File: src/include/dacr_defines.svh
// Offsets, field positions, reset values and timing counts of the acquisition control bank
`ifndef DACR_DEFINES_SVH
`define DACR_DEFINES_SVH

// Byte offsets on the register bus
`define DACR_OFF_TIMER0      8'h00
`define DACR_OFF_TIMER1      8'h04
`define DACR_OFF_TIMER2      8'h08
`define DACR_OFF_TIMER_CTL   8'h0C
`define DACR_OFF_DIGITAL     8'h1C
`define DACR_OFF_SOFT_TRIG   8'h20
`define DACR_OFF_CHAN_GAIN   8'h24
`define DACR_OFF_BURST_CNT   8'h28
`define DACR_OFF_SCAN_CTL    8'h2C
`define DACR_OFF_FUNCTION    8'h30
`define DACR_OFF_FIFO_RST    8'h34
`define DACR_OFF_IRQ         8'h38

// Scan queue control fields
`define DACR_SCAN_PERMIT_BIT 0
`define DACR_SCAN_CLEAR_BIT  1

// Acquisition function fields
`define DACR_FN_START_BIT    0
`define DACR_FN_ABOUT_BIT    1
`define DACR_FN_POST_BIT     2
`define DACR_FN_RUN_BIT      3
`define DACR_FN_BURST_BIT    4
`define DACR_FN_HOLD_BIT     5
`define DACR_FN_EXTPOL_BIT   6
`define DACR_FN_DIGPOL_BIT   7

// Reset values
`define DACR_RST_BYTE        8'h00
`define DACR_RST_NIBBLE      4'h0
`define DACR_RST_ENTRY       10'h000
`define DACR_RST_WORD        32'h0000_0000

// Timebase: 4 MHz derived from the 250 MHz clock by a phase accumulator
`define DACR_CLK_MHZ         8'hFA
`define DACR_TIMEBASE_MHZ    8'h04

`endif

File: src/include/dacr_pkg.sv
// Types shared by the acquisition control bank
`include "dacr_defines.svh"

package dacr_pkg;

   typedef enum logic [1:0] {
      DACR_BURST_IDLE = 2'b00,
      DACR_BURST_HOLD = 2'b01,
      DACR_BURST_CONV = 2'b11
   } dacr_burst_type;

   typedef struct packed {
      logic           ack;
      logic [31:0]    rdata;
      logic [3:0]     output_line;
      logic [7:0]     load0;
      logic [7:0]     load1;
      logic [7:0]     load2;
      logic [7:0]     count0;
      logic [7:0]     count1;
      logic [7:0]     count2;
      logic [7:0]     timer_ctl;
      logic [9:0]     entry;
      logic [7:0]     burst_count;
      logic           queue_load_permit;
      logic [7:0]     func;
      logic [3:0]     irq_enable;
      logic [7:0]     phase;
      logic [3:0]     din_s1;
      logic [3:0]     din_s2;
      logic [3:0]     din_s3;
      logic [3:0]     input_line;
      logic           ext_s1;
      logic           ext_s2;
      logic           ext_s3;
      logic           ext_level;
      dacr_burst_type burst;
      logic [8:0]     burst_left;
      logic           adc_trigger;
      logic           hold;
      logic           queue_write;
      logic           queue_clear;
      logic           fifo_reset;
      logic           user_tick;
   } dacr_state_type;

endpackage

File: src/rtl/dacr_regs.sv
// Acquisition control register bank with timer pacing, burst sequencing and digital port

module dacr_regs
   import dacr_pkg::*;
(
   // Clock and reset
   input  wire logic        clk_i,
   input  wire logic        rst_i,
   // Wishbone slave
   input  wire logic        wb_cyc_i,
   input  wire logic        wb_stb_i,
   input  wire logic        wb_we_i,
   input  wire logic [7:0]  wb_adr_i,
   input  wire logic [3:0]  wb_sel_i,
   input  wire logic [31:0] wb_dat_i,
   output logic      [31:0] wb_dat_o,
   output logic             wb_ack_o,
   // Digital port pins
   input  wire logic [3:0]  input_line_i,
   output logic      [3:0]  output_line_o,
   // Trigger source selection and external trigger pin
   input  wire logic        ext_select_i,
   input  wire logic        timer_select_i,
   input  wire logic        ext_trigger_i,
   // Conversion control
   output logic             adc_trigger_o,
   output logic             hold_o,
   output logic             user_timer_tick_o,
   output logic      [7:0]  timer_control_o,
   // Channel/gain queue
   output logic             queue_write_o,
   output logic             queue_clear_o,
   output logic      [3:0]  ext_channel_o,
   output logic      [3:0]  int_channel_o,
   output logic      [1:0]  gain_code_o,
   output logic             queue_load_permit_o,
   // Acquisition function
   output logic      [7:0]  burst_count_o,
   output logic             digital_trigger_polarity_o,
   output logic             external_trigger_polarity_o,
   output logic             burst_sample_hold_o,
   output logic             burst_mode_select_o,
   output logic             burst_run_o,
   output logic             post_trigger_select_o,
   output logic             about_trigger_select_o,
   output logic             post_run_o,
   output logic             about_run_o,
   output logic             count_setup_o,
   output logic             fifo_reset_o,
   // Interrupt enables and pending flags
   output logic      [3:0]  irq_enable_o,
   input  wire logic [3:0]  irq_pending_i
);

   dacr_state_type st;
   dacr_state_type next_st;

   logic       req_take;
   logic       wr_take;
   logic       rd_take;
   logic [7:0] word_adr;

   assign req_take = wb_cyc_i && wb_stb_i && !st.ack;
   assign wr_take  = req_take && wb_we_i;
   assign rd_take  = req_take && !wb_we_i;
   assign word_adr = {wb_adr_i[7:2], 2'b00};

   always_comb begin
      logic [7:0] tb_sum;
      logic       tb_tick;
      logic       c1_term;
      logic       pacer;
      logic       burst_on;
      logic       burst_stopped;
      logic       timer_trig;
      logic       ext_new;
      logic       ext_edge;
      logic       soft_trig;
      logic [8:0] burst_len;
      tb_sum        = 8'h00;
      tb_tick       = 1'b0;
      c1_term       = 1'b0;
      pacer         = 1'b0;
      burst_on      = 1'b0;
      burst_stopped = 1'b0;
      timer_trig    = 1'b0;
      ext_new       = 1'b0;
      ext_edge      = 1'b0;
      soft_trig     = 1'b0;
      burst_len     = 9'h000;

      next_st             = st;
      next_st.ack         = req_take;
      next_st.adc_trigger = 1'b0;
      next_st.hold        = 1'b0;
      next_st.queue_write = 1'b0;
      next_st.queue_clear = 1'b0;
      next_st.fifo_reset  = 1'b0;
      next_st.user_tick   = 1'b0;

      // Pin synchronisers; a level counts once the second and third stages agree
      next_st.din_s1 = input_line_i;
      next_st.din_s2 = st.din_s1;
      next_st.din_s3 = st.din_s2;
      if (st.din_s2 == st.din_s3) begin
         next_st.input_line = st.din_s3;
      end
      next_st.ext_s1 = ext_trigger_i;
      next_st.ext_s2 = st.ext_s1;
      next_st.ext_s3 = st.ext_s2;
      ext_new = (st.ext_s2 == st.ext_s3) ? st.ext_s3 : st.ext_level;
      next_st.ext_level = ext_new;
      ext_edge = (ext_new != st.ext_level)
                 && (ext_new == st.func[`DACR_FN_EXTPOL_BIT]);
      // Phase accumulator gives an exact 4 MHz average without a fractional divider
      tb_sum = st.phase + `DACR_TIMEBASE_MHZ;
      if (tb_sum >= `DACR_CLK_MHZ) begin
         next_st.phase = tb_sum - `DACR_CLK_MHZ;
         tb_tick       = 1'b1;
      end else begin
         next_st.phase = tb_sum;
      end
      burst_on      = st.func[`DACR_FN_BURST_BIT] && st.func[`DACR_FN_RUN_BIT];
      burst_stopped = st.func[`DACR_FN_BURST_BIT] && !st.func[`DACR_FN_RUN_BIT];
      // User counter runs on its own; a load of zero divides by 256
      if (tb_tick) begin
         if (st.count0 == 8'h01) begin
            next_st.count0    = st.load0;
            next_st.user_tick = 1'b1;
         end else begin
            next_st.count0 = st.count0 - 8'h01;
         end
      end
      // Counters one and two cascade; held at their loads while a burst is set up
      if (burst_stopped) begin
         next_st.count1 = st.load1;
         next_st.count2 = st.load2;
      end else if (tb_tick) begin
         if (st.count1 == 8'h01) begin
            next_st.count1 = st.load1;
            c1_term        = 1'b1;
            if (st.count2 == 8'h01) begin
               next_st.count2 = st.load2;
               pacer          = 1'b1;
            end else begin
               next_st.count2 = st.count2 - 8'h01;
            end
         end else begin
            next_st.count1 = st.count1 - 8'h01;
         end
      end
      // Burst sequencer: one scan per pacer pulse, conversions at the counter one rate
      burst_len = (st.burst_count == 8'h00) ? 9'h100 : {1'b0, st.burst_count};
      if (!st.func[`DACR_FN_BURST_BIT]) begin
         timer_trig    = pacer;
         next_st.burst = DACR_BURST_IDLE;
      end else if (!burst_on) begin
         next_st.burst = DACR_BURST_IDLE;
      end else begin
         case (st.burst)
            DACR_BURST_IDLE: begin
               if (pacer) begin
                  if (st.func[`DACR_FN_HOLD_BIT]) begin
                     next_st.hold       = 1'b1;
                     next_st.burst_left = burst_len;
                     next_st.burst      = DACR_BURST_HOLD;
                  end else begin
                     timer_trig = 1'b1;
                     next_st.burst_left = burst_len - 9'h001;
                     if (burst_len != 9'h001) begin
                        next_st.burst = DACR_BURST_CONV;
                     end
                  end
               end
            end
            DACR_BURST_HOLD: begin
               // The held samples need one extra conversion tick before the scan
               if (c1_term) begin
                  next_st.burst = DACR_BURST_CONV;
               end
            end
            DACR_BURST_CONV: begin
               if (c1_term) begin
                  timer_trig = 1'b1;
                  next_st.burst_left = st.burst_left - 9'h001;
                  if (st.burst_left == 9'h001) begin
                     next_st.burst = DACR_BURST_IDLE;
                  end
               end
            end
            default: begin
               next_st.burst = DACR_BURST_IDLE;
            end
         endcase
      end

      // Bus reads; write-only and unmapped offsets answer zero
      if (rd_take) begin
         case (word_adr)
            `DACR_OFF_TIMER0:  next_st.rdata = {24'h00_0000, st.count0};
            `DACR_OFF_TIMER1:  next_st.rdata = {24'h00_0000, st.count1};
            `DACR_OFF_TIMER2:  next_st.rdata = {24'h00_0000, st.count2};
            `DACR_OFF_DIGITAL: next_st.rdata = {24'h00_0000, st.output_line, st.input_line};
            `DACR_OFF_IRQ:     next_st.rdata = {28'h000_0000, irq_pending_i};
            default:           next_st.rdata = `DACR_RST_WORD;
         endcase
      end

      // Bus writes; strobe offsets act on any write, whatever the data
      if (wr_take) begin
         case (word_adr)
            `DACR_OFF_TIMER0: begin
               if (wb_sel_i[0]) begin
                  next_st.load0  = wb_dat_i[7:0];
                  next_st.count0 = wb_dat_i[7:0];
               end
            end
            `DACR_OFF_TIMER1: begin
               if (wb_sel_i[0]) begin
                  next_st.load1  = wb_dat_i[7:0];
                  next_st.count1 = wb_dat_i[7:0];
               end
            end
            `DACR_OFF_TIMER2: begin
               if (wb_sel_i[0]) begin
                  next_st.load2  = wb_dat_i[7:0];
                  next_st.count2 = wb_dat_i[7:0];
               end
            end
            `DACR_OFF_TIMER_CTL: begin
               if (wb_sel_i[0]) begin
                  next_st.timer_ctl = wb_dat_i[7:0];
               end
            end
            `DACR_OFF_DIGITAL: begin
               if (wb_sel_i[0]) begin
                  next_st.output_line = wb_dat_i[3:0];
               end
            end
            `DACR_OFF_SOFT_TRIG: begin
               soft_trig = 1'b1;
            end
            `DACR_OFF_CHAN_GAIN: begin
               // Blocked writes leave the last entry in place as well
               if (st.queue_load_permit) begin
                  next_st.queue_write = 1'b1;
                  if (wb_sel_i[0]) begin
                     next_st.entry[7:0] = wb_dat_i[7:0];
                  end
                  if (wb_sel_i[1]) begin
                     next_st.entry[9:8] = wb_dat_i[9:8];
                  end
               end
            end
            `DACR_OFF_BURST_CNT: begin
               if (wb_sel_i[0]) begin
                  next_st.burst_count = wb_dat_i[7:0];
               end
            end
            `DACR_OFF_SCAN_CTL: begin
               if (wb_sel_i[0]) begin
                  next_st.queue_clear = wb_dat_i[`DACR_SCAN_CLEAR_BIT];
                  next_st.queue_load_permit = wb_dat_i[`DACR_SCAN_PERMIT_BIT]
                                              && !wb_dat_i[`DACR_SCAN_CLEAR_BIT];
               end
            end
            `DACR_OFF_FUNCTION: begin
               if (wb_sel_i[0]) begin
                  next_st.func = wb_dat_i[7:0];
               end
            end
            `DACR_OFF_FIFO_RST: begin
               next_st.fifo_reset = 1'b1;
            end
            `DACR_OFF_IRQ: begin
               if (wb_sel_i[0]) begin
                  next_st.irq_enable = wb_dat_i[3:0];
               end
            end
            default: next_st.fifo_reset = 1'b0;
         endcase
      end

      // External source masks software and timer triggers
      if (ext_select_i) begin
         next_st.adc_trigger = ext_edge;
      end else begin
         next_st.adc_trigger = soft_trig || (timer_select_i && timer_trig);
      end
   end

   always_ff @(posedge clk_i) begin
      if (rst_i) begin
         st <= '0;
      end else begin
         st <= next_st;
      end
   end

   assign wb_ack_o                    = st.ack;
   assign wb_dat_o                    = st.rdata;
   assign output_line_o               = st.output_line;
   assign adc_trigger_o               = st.adc_trigger;
   assign hold_o                      = st.hold;
   assign user_timer_tick_o           = st.user_tick;
   assign timer_control_o             = st.timer_ctl;
   assign queue_write_o               = st.queue_write;
   assign queue_clear_o               = st.queue_clear;
   assign ext_channel_o               = st.entry[7:4];
   assign int_channel_o               = st.entry[3:0];
   assign gain_code_o                 = st.entry[9:8];
   assign queue_load_permit_o         = st.queue_load_permit;
   assign burst_count_o               = st.burst_count;
   assign digital_trigger_polarity_o  = st.func[`DACR_FN_DIGPOL_BIT];
   assign external_trigger_polarity_o = st.func[`DACR_FN_EXTPOL_BIT];
   assign burst_sample_hold_o         = st.func[`DACR_FN_HOLD_BIT];
   assign burst_mode_select_o         = st.func[`DACR_FN_BURST_BIT];
   assign burst_run_o                 = st.func[`DACR_FN_RUN_BIT];
   assign post_trigger_select_o       = st.func[`DACR_FN_POST_BIT];
   assign about_trigger_select_o      = st.func[`DACR_FN_ABOUT_BIT];
   assign post_run_o    = st.func[`DACR_FN_POST_BIT] && !st.func[`DACR_FN_ABOUT_BIT]
                          && st.func[`DACR_FN_START_BIT];
   assign about_run_o   = st.func[`DACR_FN_ABOUT_BIT] && !st.func[`DACR_FN_POST_BIT]
                          && st.func[`DACR_FN_START_BIT];
   assign count_setup_o = (st.func[`DACR_FN_POST_BIT] ^ st.func[`DACR_FN_ABOUT_BIT])
                          && !st.func[`DACR_FN_START_BIT];
   assign fifo_reset_o                = st.fifo_reset;
   assign irq_enable_o                = st.irq_enable;
endmodule // dacr_regs
File: config.mk
export PLATFORM = sky130hd
export DESIGN_NAME = dacr_regs
export DESIGN_NICKNAME = d
export VERILOG_FILES = /design/src/include/dacr_pkg.sv /design/src/rtl/dacr_regs.sv
export VERILOG_INCLUDE_DIRS = /design/src /design/src/include
export SDC_FILE = /design/constraint.sdc
export NUM_CORES = 1
export LEC_CHECK = 0
export ABC_AREA = 0
export ABC_CLOCK_PERIOD_IN_PS = 5100
export BUFFER_PORTS_ARGS = -buffer_cell sky130_fd_sc_hd__clkbuf_2
export CORE_UTILIZATION = 60
export CTS_CLUSTER_DIAMETER = 50
export DETAILED_ROUTE_END_ITERATION = 10
export PLACE_DENSITY = 0.95
export SLEW_MARGIN = 15
export SYNTH_ARGS = -nofsm -noshare
export SYNTH_HDL_FRONTEND = slang
export SYNTH_SLANG_ARGS = --single-unit
File: constraint.sdc
create_clock -name clk_i -period 5.1 [get_ports clk_i]
set_clock_uncertainty 0.2 [all_clocks]
set_input_delay 0.255 -clock clk_i [delete_from_list [all_inputs] [get_ports clk_i]]
set_output_delay 0.255 -clock clk_i [all_outputs]
set_load 0.02 [all_outputs]
After elaboration in Yosys (flattened, before gate mapping)
Index checks and enable logic that the tools add are counted.

operators by class
  add/sub/neg operators = 7
  $mul = 0
  divide/modulo/power cells = 0
  order comparisons = 1
  equal/unequal tests = 27
  shift-type cells = 0
  mux-type cells = 61
  bitwise operators = 10
  reduce and logical (&&, ||, !) cells = 45

operator list
  cell                                                                      count
  8-bit two-way mux                                                         19
  63-bit two-way mux                                                        1
  6-bit by 4-bit == test with 1-bit output (second input constant)          7
  8-bit case mux with 5 select lines                                        1
  11-bit two-way mux                                                        3
  16-bit two-way mux                                                        2
  3-bit AND reduction                                                       9
  8-bit by 1-bit == test with 1-bit output (second input constant)          3
  8-bit by 1-bit subtractor with 8-bit output (second input constant)       3
  1-bit two-way mux                                                         23
  10-bit two-way mux                                                        2
  9-bit case mux with 2 select lines                                        1
  9-bit by 1-bit subtractor with 9-bit output (second input constant)       2
  8-bit logical NOT                                                         2
  1-bit logical AND                                                         14
  6-bit by 2-bit == test with 1-bit output (second input constant)          2
  5-bit AND reduction                                                       2
  9-bit by 1-bit == test with 1-bit output (second input constant)          1
  9-bit two-way mux                                                         1
  9-bit by 1-bit inequality test with 1-bit output (second input constant)  1
  1-bit inverter                                                            9
  8-bit by 3-bit adder with 8-bit output (second input constant)            1
  8-bit greater-or-equal comparator (second input constant)                 1
  2-bit two-way mux                                                         4
  23 further kinds                                                          37

word-level totals
  bits in registers = 169
  latch bits = 0
  RAM bits = 0
  bits in read-only memories = 0
  logic and storage cells = 184
  memories = 0

Longest topological paths before layout
Gate-level depths: netlist of the first run.

  depth after elaboration = 12
  mapped depth = 11
  mapped depth without buffers = 9

Least setup slack after synthesis of the first run
Ideal clock, no wire load.

  path type = reg-to-reg
  from = reg st[92] (netlist bit)
  to = reg st[16] (netlist bit)
  library setup time = 0.074 ns
  arrival = 2.313 ns
  setup slack = 2.513 ns
  stages on the path, launching flop included = 9
  path buffers = 1
  cell sequence = dfxtp_1 -> ha_1 -> or3b_2 -> or3_1 -> buf_2 -> nor4_4 -> nand2_1 -> or3_1 -> a31oi_1

on the way
  word-level cells in the longest chain between the ends = 6
  elaborated cells on any way between the ends = 11

RTL lines
  what                                        line              text
  start: declaration                          dacr_regs.sv:55   dacr_state_type st;
  start signal: assignment                    dacr_regs.sv:296  st <= next_st;
  8-bit by 1-bit == test with 1-bit output *  dacr_regs.sv:139  if (st.count1 == 8'h01) begin
  1-bit two-way mux                           dacr_regs.sv:139
  1-bit two-way mux                           dacr_regs.sv:138  end else if (tb_tick) begin
  1-bit two-way mux                           dacr_regs.sv:135  if (burst_stopped) begin
  2-bit inequality test (no line)             n/a
  5-bit AND reduction (no line) *             n/a

Mark *: on every way between the ends. The rest lies on a longest branch, timed or not.
A chain may end at the register's enable or synchronous reset.

Worst setup path after layout of the first run
  from = reg st[92] (netlist bit)
  to = reg st[89] (netlist bit)

on the way
  word-level cells in the longest chain between the ends = 7

RTL lines
  what                                        line              text
  8-bit by 1-bit == test with 1-bit output *  dacr_regs.sv:139
  8-bit two-way mux *                         dacr_regs.sv:139
  16-bit two-way mux *                        dacr_regs.sv:138
  16-bit two-way mux *                        dacr_regs.sv:135
  8-bit two-way mux                           dacr_regs.sv:225  if (wb_sel_i[0]) begin
  8-bit two-way mux                           dacr_regs.sv:211  case (word_adr)
  63-bit two-way mux *                        dacr_regs.sv:210  if (wr_take) begin

Marks and branches as above.

==> impl_metrics.ini, run 1 <==
[synth]
avgSynthCellArea_um2 = 8.133
synthFlopType = dfxtp_1
ys_ff_latch = 144
syn_area_mm2 = 0.007564
seq_area_frac_synth = 0.3811
synth_enable_flop_cells = 0
synth.distinct_cells = 67
yosysWarningCount = 0
postSynthCellCount = 930
async_flop_share = 0

[detailed_routing]
post_drt_wl_per_cell_um = 18.48
drc = 0
drtIter0Drc = 851
ant_nets = 0
drt-pass1-iter-count = 7
via_per_inst = 6.297
drt_wl_total_mm = 21.07
vias = 7179

[floorplanning]
core_mm2 = 0.01216
fp.dieW_um = 114.3
initial_core_util = 0.6219
die_area_mm2 = 0.01306
die_h_um = 114.3
num_rows = 40
io_pins = 144

[power]
max-vdd-ir-drop_v = 0.0002765
pwr-share-clk = 0.516
p_leak_nw = 3.427
p_int_w = 0.002005
pwr-share-seq = 0.438
switching_share = 0.2303
p_switching_w = 0.0006000
powerDensity_mw_per_mm2 = 311.1
combPwrFrac = 0.046

[sta]
rsz0062_at_grt = false
fin_crit_ns = 3.462
period_share = 0.6788
fmax_mhz = 288.9
worst_pin_slew_ns = 1.080
max-slew-margin-rel = 0.2743
hold_viol = 0
slew_violations = 0
setup_viol = 0
tns_ns = 0

[clock_tree]
cts_buffer_depth = 2
h-tree-depth = 4
clock_latency_ns = 0.44
root_buffer = clkbuf_16
hold_buffers = 11
numClockSinks = 144
cts_buffers = 17
cts.clk_slew.worst_paths_ns = 0.06
cts_tree = built
post-cts-setup-buffer-count = 0
postCtsResizedCells = 0

[grt]
grt_pass1_wl_mm = 33.33
grt_max_degree = 83
globalRouteMet2Util = 0.5414
grt-ovfl-total = 0
grt.busiest_layer = met2
grt_pass1_vias = 6897
met3_usage = 0.09211
grt_usage = 0.3269
grt_use_met1 = 0.3702
grt_antenna_before_repair = 0

[setup_path]
cp-start-kind = register
startpoint = st[92]$_SDFF_PP0_
crit_fanout = 12
worstPathArrival_ns = 3.56
r2r_start = st[92]$_SDFF_PP0_
crit_path_end_kind = register
worstPathRequired_ns = 5.20
path_class = reg -> reg

[finish]
final_nets = 1039
postLayoutCoreUtil = 0.6886
n_fill_cell = 850
multi_input_area_mm2 = 0.003965
regArea_mm2 = 0.002883
area_growth_pct = 10.72
insertedDiodeCount = 0
layout-drive-gt1-share = 0.1461

[placed_design]
io_buffers = 93
gp_congestion = 0.8737
dp_hpwl_mm = 12.94

[flow_run]
drv_cap = 0

[worst_hold_path]
hp-class = in -> reg
hp-start = wb_adr_i[4]

[outcome]
status = complete, no violations
critical path, stage by stage (launching register included):
cell and delay, ns:
dfxtp_1 0.47, ha_1 0.23, or3b_2 0.49, or3_1 0.49, nor3_2 0.64, a21oi_1 0.30, o21ai_0 0.34, o21ai_0 0.16
cell type report:
type                       instances  share of cell area
tap                              168             0.02510
inverter                          23             0.01031
clock buffer                      21             0.05379
sequential                       144              0.3442
clock inverter                    11             0.02137
timing repair buffer             107             0.07172
multi-input combinational        666              0.4735
per-stage QoR:
step | area, µm² | worst slack [ns] | total power, W | std cells | hold WS [ns]
2_1_floorplan | 7650 | 2.513 | 0.001251 | 953 | 0.1651
3_3_place_gp | 7635 | 1.830 | 0.001269 | 1097 | 0.2161
3_5_place_dp | 7635 | 1.738 | 0.001272 | 1097 | 0.2267
4_1_cts | 8374 | 1.732 | 0.002587 | 1140 | 0.004775
5_1_grt | 8374 | 1.346 | 0.002659 | 1140 | 0.05703
6_report | 8374 | 1.638 | 0.002605 | 1140 | 0.04604
sequential cells by signal (all words and copies together), names as in the netlist, 2 cells and up:
| signal | flops |
|---|---|
| timer_control_o | 8 |
| st | 77 |
| ext_channel_o | 4 |
| burst_count_o | 8 |
| next_st | 10 |
| int_channel_o | 4 |
| gain_code_o | 2 |
| output_line_o | 4 |
| irq_enable_o | 4 |
| wb_dat_o | 8 |
cell families (layout without fill, tap and decap cells):
family | Yosys count | in the layout | synth area share
buffers and inverters | 143 | 162 | 0.1060
flip-flops | 144 | 144 | 0.3811
AND/OR/NAND/NOR | 357 | 357 | 0.2280
AO/OA/AOI/OAI | 200 | 200 | 0.1684
adder cells (fa/ha/maj) | 20 | 20 | 0.03309
other | 1 | 24 | 0.0004958
multiplexers | 44 | 44 | 0.05856
XOR/XNOR | 21 | 21 | 0.02432
power by group through the flow:
| stage | registers (W) | logic [W] | clock network [W] |
|---|---|---|---|
| 5_1_grt | 0.00114 | 0.000127 | 0.00139 |
| 4_1_cts | 0.00114 | 0.000115 | 0.00133 |
| 6_report | 0.00114 | 0.000120 | 0.00134 |
| 3_3_place_gp | 0.00116 | 0.000105 | 0 |
| 2_1_floorplan | 0.00116 | 0.0000874 | 0 |
| 3_5_place_dp | 0.00116 | 0.000107 | 0 |
metal layers:
| layer | vias to the layer above | part of all wire |
|---|---|---|
| li1 | 3241 | - |
| met1 | 3370 | 0.38 |
| met2 | 453 | 0.48 |
| met3 | 115 | 0.094 |
| met4 | 0 | 0.052 |
| met5 | - | 0 |
synth_stat cells (3+ instances only):
library cell,count,area [µm²]
xnor2_1,13,113.9
nand2b_1,11,68.82
o211ai_1,10,75.07
buf_2,4,20.02
a311oi_1,7,61.31
nor4_1,8,50.05
o31ai_1,3,22.52
o21a_1,3,22.52
a221oi_1,3,26.28
nand4_1,9,56.30
ha_1,20,250.2
a31oi_1,8,50.05
a21o_1,5,37.54
and2_1,5,31.28
clkbuf_1,47,176.4
o221ai_1,6,52.55
dfxtp_1,144,2883
nor3_2,5,50.05
nor2_1,100,375.4
a222oi_1,8,80.08
nor3b_1,5,37.54
a21oi_1,77,385.4
or3_1,9,56.30
o21ai_0,35,175.2
a211oi_1,6,45.04
nand2_1,114,427.9
o41ai_1,3,26.28
a22oi_1,9,67.56
and3_1,4,25.02
inv_1,22,82.58
nor2b_1,17,106.4
xor2_1,8,70.07
buf_4,67,503.0
nand3_1,23,115.1
mux2i_1,42,420.4
nor3_1,28,140.1
a32o_1,3,30.03
cell usage in the layout, fill, tap and decap left out, drive strengths merged, types with 10 or more instances in the layout:
| cell | count |
|---|---|
| a21oi | 77 |
| clkbuf | 113 |
| conb | 24 |
| dfxtp | 144 |
| dlygate4sd3 | 11 |
| ha | 20 |
| inv | 24 |
| mux2i | 42 |
| nand2 | 114 |
| nand2b | 11 |
| nand3 | 24 |
| nor2 | 100 |
| nor2b | 17 |
| nor3 | 33 |
| o211ai | 10 |
| o21ai | 35 |
| xnor2 | 13 |
worst paths after layout:
kind,end,slack [ns],cells after the start
worst max-delay path,st[89]$_SDFF_PP0_,1.64,7
worst max register to register,st[89]$_SDFF_PP0_,1.64,7
worst min register to register,next_st[18]$_SDFF_PP0_,0.24,1
worst min-delay path,fifo_reset_o$_SDFF_PP0_,0.05,3
No activity file was read; power rests on OpenSTA's default activity.
==> run 2: changes to the inputs <==
ABC_CLOCK_PERIOD_IN_PS = 3200   (was 5100)
CORE_UTILIZATION = 56   (was 60)
PLACE_DENSITY = 0.92   (was 0.95)
clock period = 3.2 ns   (was 5.1 ns; I/O delays follow)
==> run 2 against run 1 <==
Against the previous run:
- the run now ends with DRC left
- non-clock buffer count up 33
- first-iteration DRC count down 5.9%
- combinational power is 73% higher
- final cell count up 3.6%
- cell area increased by 3.4%
- register-to-register slack lost 1.4 ns
- via count grew 0.49%
- global-route usage shrank 1.5 points
- critical path type unchanged
==> impl_metrics.ini, run 2 (synthesis results as in run 1) <==
[outcome]
status = finished, violations left
violations = DRC

[finish]
area_growth_pct = 14.47
final_nets = 1072
insertedDiodeCount = 0
largest_reg_flops = 77
layout_commonest_cell = dfxtp_1
n_fill_cell = 961
multi_input_area_mm2 = 0.003983
regMostFlops = st
regArea_mm2 = 0.002883
final_cell_mix = 144 x dfxtp_1, 114 x nand2_1, 100 x nor2_1, 92 x clkbuf_2, 76 x a21oi_1
fin_area_mm2 = 0.008658
stdcell_count = 1181
layout-drive-gt1-share = 0.1642

[clock_tree]
clock_latency_ns = 0.44
cts_buffers = 17
h-tree-depth = 4
cts.clk_slew.worst_paths_ns = 0.06
cts_tree = built
cts_buffer_depth = 2
post-cts-setup-buffer-count = 0
numClockSinks = 144
root_buffer = clkbuf_16

[sta]
period_share = 0.9357
tns_ns = 0
fin_crit_ns = 2.994
hold_viol = 0
worst_pin_slew_ns = 0.6964
rsz0062_at_grt = false
max-slew-margin-rel = 0.5332
slew_violations = 0
fmax_mhz = 334.0
setup_viol = 0

[setup_path]
r2r_start = st[92]$_SDFF_PP0_
crit_path_end_kind = register
critPathMaxStageDelay_ns = 0.49
cp-start-kind = register
path_class = reg -> reg
startpoint = st[92]$_SDFF_PP0_
crit_fanout = 16
worstPathArrival_ns = 3.13
cpMaxStageDelayCell = or3b_2
crit_chain = ha_1 -> or3b_2 -> or3_1 -> nor4_1 -> nand3_1 -> nand3_4 -> o21ai_0 -> a221oi_1
worstPathRequired_ns = 3.34

[placed_design]
dp.cells = 1124
io_buffers = 93
gp_congestion = 0.9338
placed_cell_area_mm2 = 0.007800
dp_hpwl_mm = 13.46

[floorplanning]
io_pins = 144
die_h_um = 118.2
core_mm2 = 0.01319
num_rows = 42
initial_core_util = 0.5734
fp.dieW_um = 118.2
die_area_mm2 = 0.01397

[grt]
grt_usage = 0.3122
grt_pass1_wl_mm = 34.54
grt_pass1_vias = 7022
grt-ovfl-total = 0
grt_antenna_before_repair = 0
grt_max_degree = 99

[flow_run]
drv_cap = 0

[detailed_routing]
post_drt_wl_per_cell_um = 18.13
drtIter0Drc = 801
vias = 7214
via_per_inst = 6.108
drt-pass1-iter-count = 11
drc = 1
ant_nets = 0
drt_wl_total_mm = 21.41

[power]
powerDensity_mw_per_mm2 = 462.0
p_leak_nw = 3.587
power_w = 0.004000
max-vdd-ir-drop_v = 0.0003235

[worst_hold_path]
hp-class = in -> reg
hp-start = irq_pending_i[1]
==> run 2: layer usage <==
metal	routed length [µm]	track usage	part of all wire
met3	2082	0.09508	0.097
met4	1002	0.1843	0.047
met2	10240	0.5191	0.48
met1	8088	0.3525	0.38
met5	0	0	0
==> run 2: final timing paths <==
check	to	slack, ns	depth (start not counted)
setup / recovery	st[6]$_SDFFE_PP0P_	0.21	8
hold / removal	wb_dat_o[1]$_SDFFE_PP0P_	0.01	5
setup reg to reg	st[6]$_SDFFE_PP0P_	0.21	8
hold reg to reg	next_st[28]$_SDFF_PP0_	0.25	1
==> run 2: report_power, final <==
group / switching [W] / leakage (nW) / total [W] / internal, W
clock network: 0.000858 / 0.288 / 0.00197 / 0.00112
logic: 0.000141 / 2.14 / 0.000208 / 0.0000668
registers: 0.0000122 / 1.16 / 0.00182 / 0.00181
total: 0.00101 / 3.59 / 0.00400 / 0.00299
==> run 2: through the flow <==
stage                     utilization  hold WS (ns)  worst slack, ns
after floorplan                     -       0.07007           0.6128
after global placement         0.5913        0.1653           0.2958
after detailed placement       0.5913        0.1744           0.2339
after CTS                      0.6551      0.003535           0.1394
after global routing           0.6564       0.03750          0.07588
final                          0.6564       0.01470           0.2058
==> run 2: cell type report <==
cell class                      count  area share
Clock buffer                       18     0.05072
Inverter                           23    0.009971
Multi-Input combinational cell    666      0.4600
Tap cell                          176     0.02543
Timing Repair Buffer              140      0.1035
Clock inverter                     14     0.01749
Sequential cell                   144      0.3329
==> run 2: repair_timing <==
action	4_1_cts	5_1_grt
resized for setup	0	3
hold endpoints to repair	50	0
hold buffers	25	0
endpoints found under the setup margin	0	3
==> run 2: critical path: cells and delay by family (launching register included) <==
family          cells  cell delay (ns)
compound gates      2             0.48
flops               1             0.46
simple gates        5             1.50
fa+ha+maj           1             0.23
